`config.mk`:
```
export PLATFORM = sky130hd
export DESIGN_NAME = gpio_port_e
export DESIGN_NICKNAME = d
export VERILOG_FILES = /design/src/hdl/gpio_port_pkg.sv /design/src/hdl/reg_access_if.sv /design/src/hdl/gpio_port_e.sv /design/src/hdl/ahb_reg_slave.sv
export SDC_FILE = /design/constraint.sdc
export NUM_CORES = 1
export LEC_CHECK = 0
export ABC_AREA = 0
export BUFFER_PORTS_ARGS = -buffer_cell sky130_fd_sc_hd__buf_4
export CORE_UTILIZATION = 42
export DETAILED_ROUTE_END_ITERATION = 8
export GPL_TIMING_DRIVEN = 0
export HOLD_SLACK_MARGIN = 0.05
export PLACE_DENSITY_LB_ADDON = 0.15
export SLEW_MARGIN = 20
export SYNTH_ARGS = -nofsm -noshare
export SYNTH_HDL_FRONTEND = slang
export SYNTH_SLANG_ARGS = --single-unit
```
`constraint.sdc`:
```
create_clock -name clk -period 2.4 [get_ports clk]
set_input_delay 0.12 -clock clk [delete_from_list [all_inputs] [get_ports clk]]
set_output_delay 0.12 -clock clk [all_outputs]
set_load 0.1 [all_outputs]
```
`src/hdl/gpio_port_pkg.sv`:
```
/*
 * Shared constants for the four-pin general purpose port: register byte
 * offsets, field widths and positions, and reset values.
 * Assumes a 32-bit AHB-Lite register bus with one aligned word per register.
 */
package gpio_port_pkg;
    localparam int PORT_WIDTH = 4;
    localparam int ANALOG_WIDTH = 3;
    localparam int INPUT_ONLY_POS = 3;
    localparam logic [7:0] PIN_DATA_OFFSET = 8'h00;
    localparam logic [7:0] DIRECTION_OFFSET = 8'h04;
    localparam logic [7:0] ANALOG_SELECT_OFFSET = 8'h08;
    localparam logic [7:0] CONFIG_OFFSET = 8'h0c;
    localparam logic [3:0] PIN_LATCH_RESET = 4'h0;
    localparam logic [3:0] DIRECTION_RESET = 4'hf;
    localparam logic [2:0] ANALOG_SELECT_RESET = 3'h7;
    localparam logic CONFIG_MCLR_RESET = 1'b0;
    localparam logic [1:0] HTRANS_NONSEQ = 2'h2;
endpackage

```
`src/hdl/reg_access_if.sv`:
```
/*
 * Carries decoded register accesses from the bus slave to the port core.
 * Assumes one clock domain; strobes last one cycle.
 */
`timescale 1ns/1ps
interface reg_access_if;
    logic wrStrobe;
    logic [7:0] wrOffset;
    logic [31:0] wrData;
    logic [7:0] rdOffset;
    logic [31:0] rdData;
    modport slave (output wrStrobe, output wrOffset, output wrData, output rdOffset,
        input rdData);
    modport core (input wrStrobe, input wrOffset, input wrData, input rdOffset,
        output rdData);
endinterface

```
`src/hdl/gpio_port_e.sv`:
```
/*
 * Four-pin bidirectional port with direction and analog-select registers,
 * reached over AHB-Lite. Pin 3 is input only and shares the master clear.
 * Assumes pin inputs already synchronous to clk.
 */
// Design decisions made here: the register addresses and the AHB-Lite interface to the registers.
`timescale 1ns/1ps
// Functional notes
// - Three bidirectional pins and input-only pin 3, one direction bit each in one shared direction register.
// - Direction bit one makes the pin an input, driver off.
// - Direction bit zero drives the pin's output latch.
// - Pin 3 is input only; its direction bit reads one.
// - Data reads return pin levels; writes update only the latch.
// - Writes store the written data straight to the latch; the pin sample is not used.
// - With master clear enabled, pin 3 reads zero.
// - Direction bits still control drivers on analog pins.
// - Analog-selected pins read zero through the data register.
// - Analog bits 2..0 map to pins 2..0; one means analog.
// - Data and direction bits 7..4 read zero.
// - Analog select bits 7..3 read zero.
// - Analog select does not affect digital output driving.
module gpio_port_e (
    input wire logic clk,
    input wire logic nrst,
    input wire logic hsel,
    input wire logic [31:0] haddr,
    input wire logic [1:0] htrans,
    input wire logic hwrite,
    input wire logic [2:0] hsize,
    input wire logic hready,
    input wire logic [31:0] hwdata,
    output logic [31:0] hrdata,
    output logic hreadyout,
    output logic hresp,
    input wire logic [3:0] pinIn,
    output logic [3:0] pinOut,
    output logic [3:0] pinOe,
    output logic [2:0] analogEnable
);
    reg_access_if regs ();

    logic [3:0] pinLatch;
    logic [2:0] direction;
    logic [2:0] analogSelect;
    logic masterClearPinEnable;
    logic [3:0] pinRead;
    logic [3:0] directionRead;
    logic [3:0] rmwValue;
    logic wrPinData;

    ahb_reg_slave busSlave (
        .clk(clk),
        .nrst(nrst),
        .hsel(hsel),
        .haddr(haddr),
        .htrans(htrans),
        .hwrite(hwrite),
        .hsize(hsize),
        .hready(hready),
        .hwdata(hwdata),
        .hrdata(hrdata),
        .regs(regs.slave)
    );

    always_ff @(posedge clk) begin
        if (!nrst) begin
            hreadyout <= 1'b0;
            hresp <= 1'b0;
        end else begin
            hreadyout <= 1'b1;
            hresp <= 1'b0;
        end
    end

    always_comb begin
        pinRead = pinIn;
        pinRead[2:0] = pinIn[2:0] & ~analogSelect;
        pinRead[gpio_port_pkg::INPUT_ONLY_POS] = pinIn[gpio_port_pkg::INPUT_ONLY_POS]
            & ~masterClearPinEnable;
    end

    assign directionRead = {1'b1, direction};

    assign wrPinData = regs.wrStrobe && (regs.wrOffset == gpio_port_pkg::PIN_DATA_OFFSET);

    // write value of port latch
    // Whole-word write replaces all bits; the pin sample is not used
    always_comb begin
        rmwValue = pinRead;
        rmwValue = regs.wrData[3:0];
    end

    always_ff @(posedge clk) begin
        if (!nrst) begin
            pinLatch <= gpio_port_pkg::PIN_LATCH_RESET;
        end else if (wrPinData) begin
            pinLatch <= rmwValue;
        end
    end

    always_ff @(posedge clk) begin
        if (!nrst) begin
            direction <= gpio_port_pkg::DIRECTION_RESET[2:0];
        end else if (regs.wrStrobe && regs.wrOffset == gpio_port_pkg::DIRECTION_OFFSET) begin
            direction <= regs.wrData[2:0];
        end
    end

    always_ff @(posedge clk) begin
        if (!nrst) begin
            analogSelect <= gpio_port_pkg::ANALOG_SELECT_RESET;
        end else if (regs.wrStrobe
            && regs.wrOffset == gpio_port_pkg::ANALOG_SELECT_OFFSET) begin
            analogSelect <= regs.wrData[2:0];
        end
    end

    always_ff @(posedge clk) begin
        if (!nrst) begin
            masterClearPinEnable <= gpio_port_pkg::CONFIG_MCLR_RESET;
        end else if (regs.wrStrobe && regs.wrOffset == gpio_port_pkg::CONFIG_OFFSET) begin
            masterClearPinEnable <= regs.wrData[0];
        end
    end

    always_comb begin
        case (regs.rdOffset)
            gpio_port_pkg::PIN_DATA_OFFSET: regs.rdData = {28'h0, pinRead};
            gpio_port_pkg::DIRECTION_OFFSET: regs.rdData = {28'h0, directionRead};
            gpio_port_pkg::ANALOG_SELECT_OFFSET: regs.rdData = {29'h0, analogSelect};
            gpio_port_pkg::CONFIG_OFFSET: regs.rdData = {31'h0, masterClearPinEnable};
            default: regs.rdData = 32'h0;
        endcase
    end

    always_ff @(posedge clk) begin
        if (!nrst) begin
            pinOe <= 4'h0;
            pinOut <= 4'h0;
            analogEnable <= gpio_port_pkg::ANALOG_SELECT_RESET;
        end else begin
            pinOe <= {1'b0, ~direction};
            pinOut <= {1'b0, pinLatch[2:0]};
            analogEnable <= analogSelect;
        end
    end

    // Decoded selects for the checks below
    logic rdPinData;
    logic rdDirection;
    logic rdAnalog;
    logic wrDirection;
    logic wrAnalog;

    assign rdPinData = regs.rdOffset == gpio_port_pkg::PIN_DATA_OFFSET;
    assign rdDirection = regs.rdOffset == gpio_port_pkg::DIRECTION_OFFSET;
    assign rdAnalog = regs.rdOffset == gpio_port_pkg::ANALOG_SELECT_OFFSET;
    assign wrDirection = regs.wrStrobe && regs.wrOffset == gpio_port_pkg::DIRECTION_OFFSET;
    assign wrAnalog = regs.wrStrobe && regs.wrOffset == gpio_port_pkg::ANALOG_SELECT_OFFSET;

    drive_a: assert property (@(posedge clk) disable iff (!nrst)
        $past(nrst) |-> pinOe == {1'b0, ~$past(direction)})
        else $error("pin enable mismatch");

    pin3_input_a: assert property (@(posedge clk) disable iff (!nrst)
        pinOe[3] == 1'b0)
        else $error("pin 3 driven");

    dir3_read_a: assert property (@(posedge clk) disable iff (!nrst)
        directionRead[3] == 1'b1)
        else $error("pin 3 direction not one");

    out_latch_a: assert property (@(posedge clk) disable iff (!nrst)
        pinOe[0] |-> pinOut[0] == $past(pinLatch[0]))
        else $error("out not latch");

    analog_zero_a: assert property (@(posedge clk) disable iff (!nrst)
        analogSelect[1] |-> pinRead[1] == 1'b0)
        else $error("analog pin read");

    mclr_zero_a: assert property (@(posedge clk) disable iff (!nrst)
        masterClearPinEnable |-> pinRead[3] == 1'b0)
        else $error("pin 3 not masked");

    latch_write_a: assert property (@(posedge clk) disable iff (!nrst)
        wrPinData |=> pinLatch == $past(regs.wrData[3:0]))
        else $error("latch not written");

    upper_zero_a: assert property (@(posedge clk) disable iff (!nrst)
        regs.rdData[31:4] == 28'h0)
        else $error("upper bits nonzero");

    analog_out_a: assert property (@(posedge clk) disable iff (!nrst)
        (!direction[2] && analogSelect[2]) |=> pinOe[2])
        else $error("analog gated out");

    drive_off_a: assert property (@(posedge clk) disable iff (!nrst)
        direction[0] |=> !pinOe[0])
        else $error("input pin driven");

    drive_on_a: assert property (@(posedge clk) disable iff (!nrst)
        !direction[1] |=> pinOe[1])
        else $error("output pin not driven");

    out_follow_a: assert property (@(posedge clk) disable iff (!nrst)
        $past(nrst) |-> pinOut[2:0] == $past(pinLatch[2:0]))
        else $error("pin outputs not latch");

    pin3_out_a: assert property (@(posedge clk) disable iff (!nrst)
        pinOut[3] == 1'b0)
        else $error("pin 3 output set");

    dir_read_a: assert property (@(posedge clk) disable iff (!nrst)
        rdDirection |-> regs.rdData == {28'h0, 1'b1, direction})
        else $error("direction read wrong");

    data_read_a: assert property (@(posedge clk) disable iff (!nrst)
        rdPinData |-> regs.rdData[3:0] == (pinIn & {~masterClearPinEnable, ~analogSelect}))
        else $error("pin data read wrong");

    analog_read_a: assert property (@(posedge clk) disable iff (!nrst)
        rdAnalog |-> regs.rdData == {29'h0, analogSelect})
        else $error("analog select read wrong");

    dir_write_a: assert property (@(posedge clk) disable iff (!nrst)
        wrDirection |=> direction == $past(regs.wrData[2:0]))
        else $error("direction not written");

    dir_keep_a: assert property (@(posedge clk) disable iff (!nrst)
        !wrDirection |=> $stable(direction))
        else $error("direction changed unasked");

    data_only_a: assert property (@(posedge clk) disable iff (!nrst)
        wrPinData |=> $stable(direction) && $stable(analogSelect))
        else $error("data write touched control");

    latch_hold_a: assert property (@(posedge clk) disable iff (!nrst)
        !wrPinData |=> $stable(pinLatch))
        else $error("latch changed unasked");

    rmw_store_a: assert property (@(posedge clk) disable iff (!nrst)
        wrPinData |-> rmwValue == regs.wrData[3:0])
        else $error("stored value wrong");

    analog_write_a: assert property (@(posedge clk) disable iff (!nrst)
        wrAnalog |=> analogSelect == $past(regs.wrData[2:0]))
        else $error("analog select not written");

    analog_keep_a: assert property (@(posedge clk) disable iff (!nrst)
        !wrAnalog |=> $stable(analogSelect))
        else $error("analog select changed unasked");

    analog_pin_a: assert property (@(posedge clk) disable iff (!nrst)
        $past(nrst) |-> analogEnable == $past(analogSelect))
        else $error("analog enable wrong");

    analog_dir_a: assert property (@(posedge clk) disable iff (!nrst)
        $past(nrst) && $past(analogSelect[1]) |-> pinOe[1] == !$past(direction[1]))
        else $error("analog pin driver wrong");

    analog_drive_a: assert property (@(posedge clk) disable iff (!nrst)
        $past(nrst) && $past(analogSelect[0]) |-> pinOut[0] == $past(pinLatch[0]))
        else $error("analog pin output wrong");

    pin0_analog_a: assert property (@(posedge clk) disable iff (!nrst)
        rdPinData && analogSelect[0] |-> !regs.rdData[0])
        else $error("analog pin 0 read set");

    mclr_read_a: assert property (@(posedge clk) disable iff (!nrst)
        rdPinData && masterClearPinEnable |-> !regs.rdData[3])
        else $error("pin 3 read while masked");

    digital_read_a: assert property (@(posedge clk) disable iff (!nrst)
        rdPinData && !analogSelect[2] |-> regs.rdData[2] == pinIn[2])
        else $error("digital pin 2 read wrong");

    pin3_read_a: assert property (@(posedge clk) disable iff (!nrst)
        rdPinData && !masterClearPinEnable |-> regs.rdData[3] == pinIn[3])
        else $error("pin 3 read wrong");

endmodule

```
`src/hdl/ahb_reg_slave.sv`:
```
/*
 * AHB-Lite slave: latches the address phase, registers read data at its end,
 * and issues a write strobe in the data phase. Zero wait states, always OKAY.
 * Assumes single whole-word transfers.
 */
`timescale 1ns/1ps
module ahb_reg_slave (
    input wire logic clk,
    input wire logic nrst,
    input wire logic hsel,
    input wire logic [31:0] haddr,
    input wire logic [1:0] htrans,
    input wire logic hwrite,
    input wire logic [2:0] hsize,
    input wire logic hready,
    input wire logic [31:0] hwdata,
    output logic [31:0] hrdata,
    reg_access_if.slave regs
);
    logic phaseWrite;
    logic [7:0] phaseOffset;
    logic takeAddr;

    assign takeAddr = hsel && hready && (htrans == gpio_port_pkg::HTRANS_NONSEQ);

    always_ff @(posedge clk) begin
        if (!nrst) begin
            phaseWrite <= 1'b0;
            phaseOffset <= 8'h00;
        end else begin
            phaseWrite <= takeAddr && hwrite;
            if (takeAddr) begin
                phaseOffset <= haddr[7:0];
            end
        end
    end

    assign regs.wrStrobe = phaseWrite;
    assign regs.wrOffset = phaseOffset;
    assign regs.wrData = hwdata;
    // Read data registered from address phase so hrdata is a flip-flop
    assign regs.rdOffset = haddr[7:0];

    always_ff @(posedge clk) begin
        if (!nrst) begin
            hrdata <= 32'h0;
        end else if (takeAddr && !hwrite) begin
            hrdata <= regs.rdData;
        end
    end
endmodule

```
==> flow_summary.ini, run 1 <==
[outcome]
outcome = completed

[power]
report.power.total_mw = 1.35
p_clk_frac = 0.340
switching_share = 0.343
p_seq_frac = 0.410
p_leak_nw = 1.01
p_int_mw = 0.889
ir_worst_vdd_mv = 0.334
p_comb_frac = 0.250
power_density_nw_per_um2 = 648
p_switching_mw = 0.464

[synth]
synth_edf_count = 0
ys_warn_count = 0
ys_ff_latch = 33
syn_avg_cell_area_um2 = 9.17
synth_top_area_share = 0.426
seq_area_frac_synth = 0.426
synth_cell_types = 28
yosys.area.top_type = dfxtp_1
synth_cells = 169
async_flop_share = 0
synth_area_leaders = dfxtp_1 43%, buf_4 15%, mux2i_1 7.1%, nand2_1 5.6%, nor2b_1 5.3%
syn_area_um2 = 1550
synth_flop_cell = dfxtp_1

[global_route]
antenna_found_initial = 0
grt_pass1_wl_mm = 4.85
grt_max_degree = 11
grtUsageTotal = 0.163
overflow = 0
grt_pass1_vias = 1091

[die]
die_area_um2 = 3940
initial_core_util = 0.450
die_x_um = 62.7
core_area_um2 = 3440
io_pins = 123
rows = 21
die_y_um = 62.7

[timing]
period_minus_slack_ps = 1600
tns_ps = 0
finalSetupViolCount = 0
finalCritPeriodShare = 0.666
hold_viol = 0
finClkSkew_ps = 3.02
rsz0062_at_grt = no
slew_viol_final = 0
clock.fmax_mhz = 626

[placed_design]
dp_hpwl_mm = 2.23
place.gp.congestion = 0.739
io_buffers = 34

[setup_path]
r2r_slack_ps = 800
cp-end-kind = flip-flop
crit_family = simple AND/OR/NAND/NOR gates
crit_type = flip-flop to flip-flop
crit_buf_inv = 0
cpMaxStageDelayCell = or4_4
crit_chain = or4_4, nor4_4, mux2i_1
cp-start-kind = flip-flop
cpPeakStageDelay_ps = 550
critical_path_arrival_ps = 1810
required_ps = 2610
crit_fanout = 3

[clock_network]
cts_tree = built
root_buffer = clkbuf_8
clk_pin_slew_ps = 70
insertion_delay_ps = 280
cts_max_level = 2
cts.sinks = 33
cts-buffers-inserted = 5
post-cts-setup-buffers = 0
clock_path_buffers = 2

[cells_and_area]
nets = 319
drive_gt1_frac = 0.314
final_common_cell = buf_4
syn_to_final_growth_pct = 34.7
n_antenna_cell = 0
final_cell_mix = 65 x buf_4, 33 x dfxtp_1, 31 x conb_1, 23 x nand2_1, 13 x nor2b_1

[detailed_routing]
remaining_drc_errors = 0
wirelength_mm = 2.90
routed_via_density = 4.13
dr_total_vias = 1190
drt-initial-drc-count = 32
drt-pass1-iter-count = 4
drtAntennaViolNets = 0
wl_per_cell_um = 10.1

[run]
maxCapViolations = 0

[hold_path]
min_path_type = primary input to flip-flop
routing by layer:
metal	GRT usage	vias to the layer above	routed length, um
met2	0.247	47	1220
li1	-	646	-
met1	0.203	490	1410
met3	0.0602	7	217
met4	0.0785	0	54
met5	0	-	0
registers in the layout (all words and copies together), names as in the netlist:
register,cells
busSlave.hrdata,4
pinLatch,3
direction,3
busSlave.regs.wrStrobe,1
hreadyout,1
masterClearPinEnable,1
analogEnable,3
analogSelect,3
pinOe,3
busSlave.regs.wrOffset,8
pinOut,3
synthesized netlist by cell type (all sizes together), types with 3 or more instances:
cell,count
inv,7
nand2,23
dfxtp,33
buf,31
a21boi,8
and3b,4
mux2i,11
nor2b,13
nor4,4
o211ai,4
nand4,3
clkbuf,7
o21ai,3
final timing paths:
| path | startpoint | cells after the start | endpoint |
|---|---|---|---|
| hold / removal | hwrite | 2 | busSlave.hrdata[3] |
| hold reg to reg | direction[0] | 1 | pinOe[0] |
| setup / recovery | busSlave.regs.wrOffset[5] | 3 | direction[2] |
| setup reg to reg | busSlave.regs.wrOffset[5] | 3 | direction[2] |
power groups by stage:
stage / Combinational, mW / Clock (mW) / Sequential (mW)
5_1_grt: 0.353 / 0.500 / 0.555
3_5_place_dp: 0.336 / 0 / 0.567
3_3_place_gp: 0.336 / 0 / 0.567
6_report: 0.338 / 0.459 / 0.555
2_1_floorplan: 0.286 / 0 / 0.575
4_1_cts: 0.338 / 0.470 / 0.555
repair_timing:
| action | 4_1_cts | 5_1_grt |
|---|---|---|
| hold buffers | 1 | 0 |
| endpoints found under the hold margin | 1 | 0 |
| resized for setup | 0 | 0 |
through the flow:
| step | setup WS [ps] | hold WS (ps) | cells | util | area [um2] |
|---|---|---|---|---|---|
| 2_1_floorplan | 936 | 148 | 199 | - | 1660 |
| 3_3_place_gp | 804 | 269 | 279 | 0.574 | 1970 |
| 3_5_place_dp | 803 | 269 | 279 | 0.574 | 1970 |
| 4_1_cts | 782 | 66.9 | 288 | 0.606 | 2090 |
| 5_1_grt | 720 | 77.1 | 288 | 0.606 | 2090 |
| 6_report | 802 | 69.7 | 288 | 0.606 | 2090 |
final cells by class:
class                      instances  area (um2)
buffer                            38         259
clock buffer                       7        96.3
clock inverter                     1        5.00
fill                             331        1360
inverter                           7        26.3
multi-input combinational        121         716
sequential                        33         661
tap                               46        57.6
timing repair buffer              35         265
cell families after synthesis:
family,after synthesis,synth area share
simple gates,60,0.229
mux,11,0.0711
compound gates,19,0.0872
flops,33,0.426
buf+inv,45,0.184
other cells,1,0.00242
(Power assumes the default switching activity.)
==> run 2, diff against run 1 <==
Settings changed: CORE_UTILIZATION 42 to 39.
Clock period 2.4 ns to 1.65 ns, I/O delays scaled along.
==> run 2 against run 1 <==
Non-clock buffer count increased by 1. Final cell count increased by 0.69%. Critical endpoint is now direction[0]. Power increased by 40%. Critical path depth unchanged. Register-to-register slack got worse by 620 ps. Utilization decreased by 4.8 points. Worst hold slack improved by 2.6 ps. Routed wire length increased by 2.8%.
==> flow_summary.ini, run 2 (synthesis gave the netlist of run 1 again) <==
[outcome]
outcome = completed

[clock_network]
insertion_delay_ps = 280
cts_tree = built
root_buffer = clkbuf_8
clk_pin_slew_ps = 60
post-cts-setup-buffers = 0
clock_path_buffers = 2
cts_max_level = 2
cts-buffers-inserted = 5
cts.sinks = 33

[timing]
finalSetupViolCount = 0
finalCritPeriodShare = 0.890
finClkSkew_ps = 4.01
finalWorstSetupSlack_ps = 181
slew_viol_final = 0
rsz0062_at_grt = no
tns_ps = 0
period_minus_slack_ps = 1470
hold_viol = 0
clock.fmax_mhz = 681

[die]
initial_core_util = 0.414
die_y_um = 65.0
die_x_um = 65.0
io_pins = 123
rows = 22
core_area_um2 = 3740
die_area_um2 = 4230

[placed_design]
placed_area_um2 = 1980
dp_hpwl_mm = 2.30
io_buffers = 34
dp_worst_setup_slack_ps = 68.9
place.gp.congestion = 0.725
placedCellCount = 281

[setup_path]
required_ps = 1860
crit_fanout = 3
cp-end-kind = flip-flop
crit_type = flip-flop to flip-flop
rr_worst_depth = 3
critical_path_arrival_ps = 1680
cp-start-kind = flip-flop

[cells_and_area]
utilization = 0.558
multiInputGateArea_um2 = 722
finalInstanceArea_um2 = 2090
final_cells = 290
drive_gt1_frac = 0.310
final_cell_mix = 65 x buf_4, 33 x dfxtp_1, 31 x conb_1, 23 x nand2_1, 13 x nor2b_1
syn_to_final_growth_pct = 34.9
seqCellArea_um2 = 661
largest_reg_flops = 8
n_antenna_cell = 0
num-fill-cells = 372
nets = 320
final_common_cell = buf_4

[global_route]
grt_pass1_vias = 1047
grt_pass1_wl_mm = 4.75
grt_max_degree = 11
antenna_found_initial = 0
grtUsageTotal = 0.157
overflow = 0

[power]
power_density_nw_per_um2 = 908
ir_worst_vdd_mv = 0.517
p_leak_nw = 0.999

[hold_path]
min_path_type = primary input to flip-flop
holdPathStages = 3

[detailed_routing]
drt-pass1-iter-count = 4
remaining_drc_errors = 0
dr_total_vias = 1240
drtAntennaViolNets = 0
routed_via_density = 4.28
wl_per_cell_um = 10.3
wirelength_mm = 2.99
drt-initial-drc-count = 55

[run]
maxCapViolations = 0
-- run 2: changes by cell type in the layout (fill, tap and decap cells not counted), sizes merged --
cell / change
dlygate4sd3: +1
clkinv: -1
-- run 2: cell type report --
type                            count  area share
Multi-Input combinational cell    121       0.346
Sequential cell                    33       0.316
Timing Repair Buffer               36       0.132
Buffer                             38       0.124
Clock buffer                        7      0.0413
Tap cell                           48      0.0287
Inverter                            7      0.0126
-- run 2: worst paths after layout --
path                                                 from                         to  slack (ps)
worst max-delay path            busSlave.regs.wrOffset[5]               direction[0]         180
worst min-delay path                             haddr[1]  busSlave.regs.wrOffset[1]          70
worst max register to register  busSlave.regs.wrOffset[5]               direction[0]         180
worst min register to register               direction[1]                   pinOe[1]         420
-- run 2: routing by layer --
metal  global-route usage  routed length [um]  vias up
met1                0.197                1410      528
met5                    0                   0        -
li1                     -                   -      650
met2                0.228                1290       58
met3               0.0739                 252        4
met4               0.0652                  34        0
-- run 2: power breakdown --
group / switching, mW / total, mW / internal [mW]
clock: 0.263 / 0.593 / 0.330
sequential: 0.00402 / 0.807 / 0.803
combinational: 0.382 / 0.497 / 0.115
-- run 2: what timing repair did --
action	in CTS	in global routing
hold buffers	2	0
setup endpoints to repair	0	4
hold endpoints to repair	2	0
gates resized for setup	0	1
-- run 2: through the flow --
stage               power, mW  hold slack [ps]
floorplan                1.25              110
global placement         1.31              228
detailed placement       1.31              226
CTS                      1.92             65.8
global route             1.98             57.1
finish                   1.90             72.3
-- run 2: critical path, stage by stage (launching register included) --
cell and delay (ps):
dfxtp_1 320, or4_4 560, nor4_4 290, mux2i_1 230
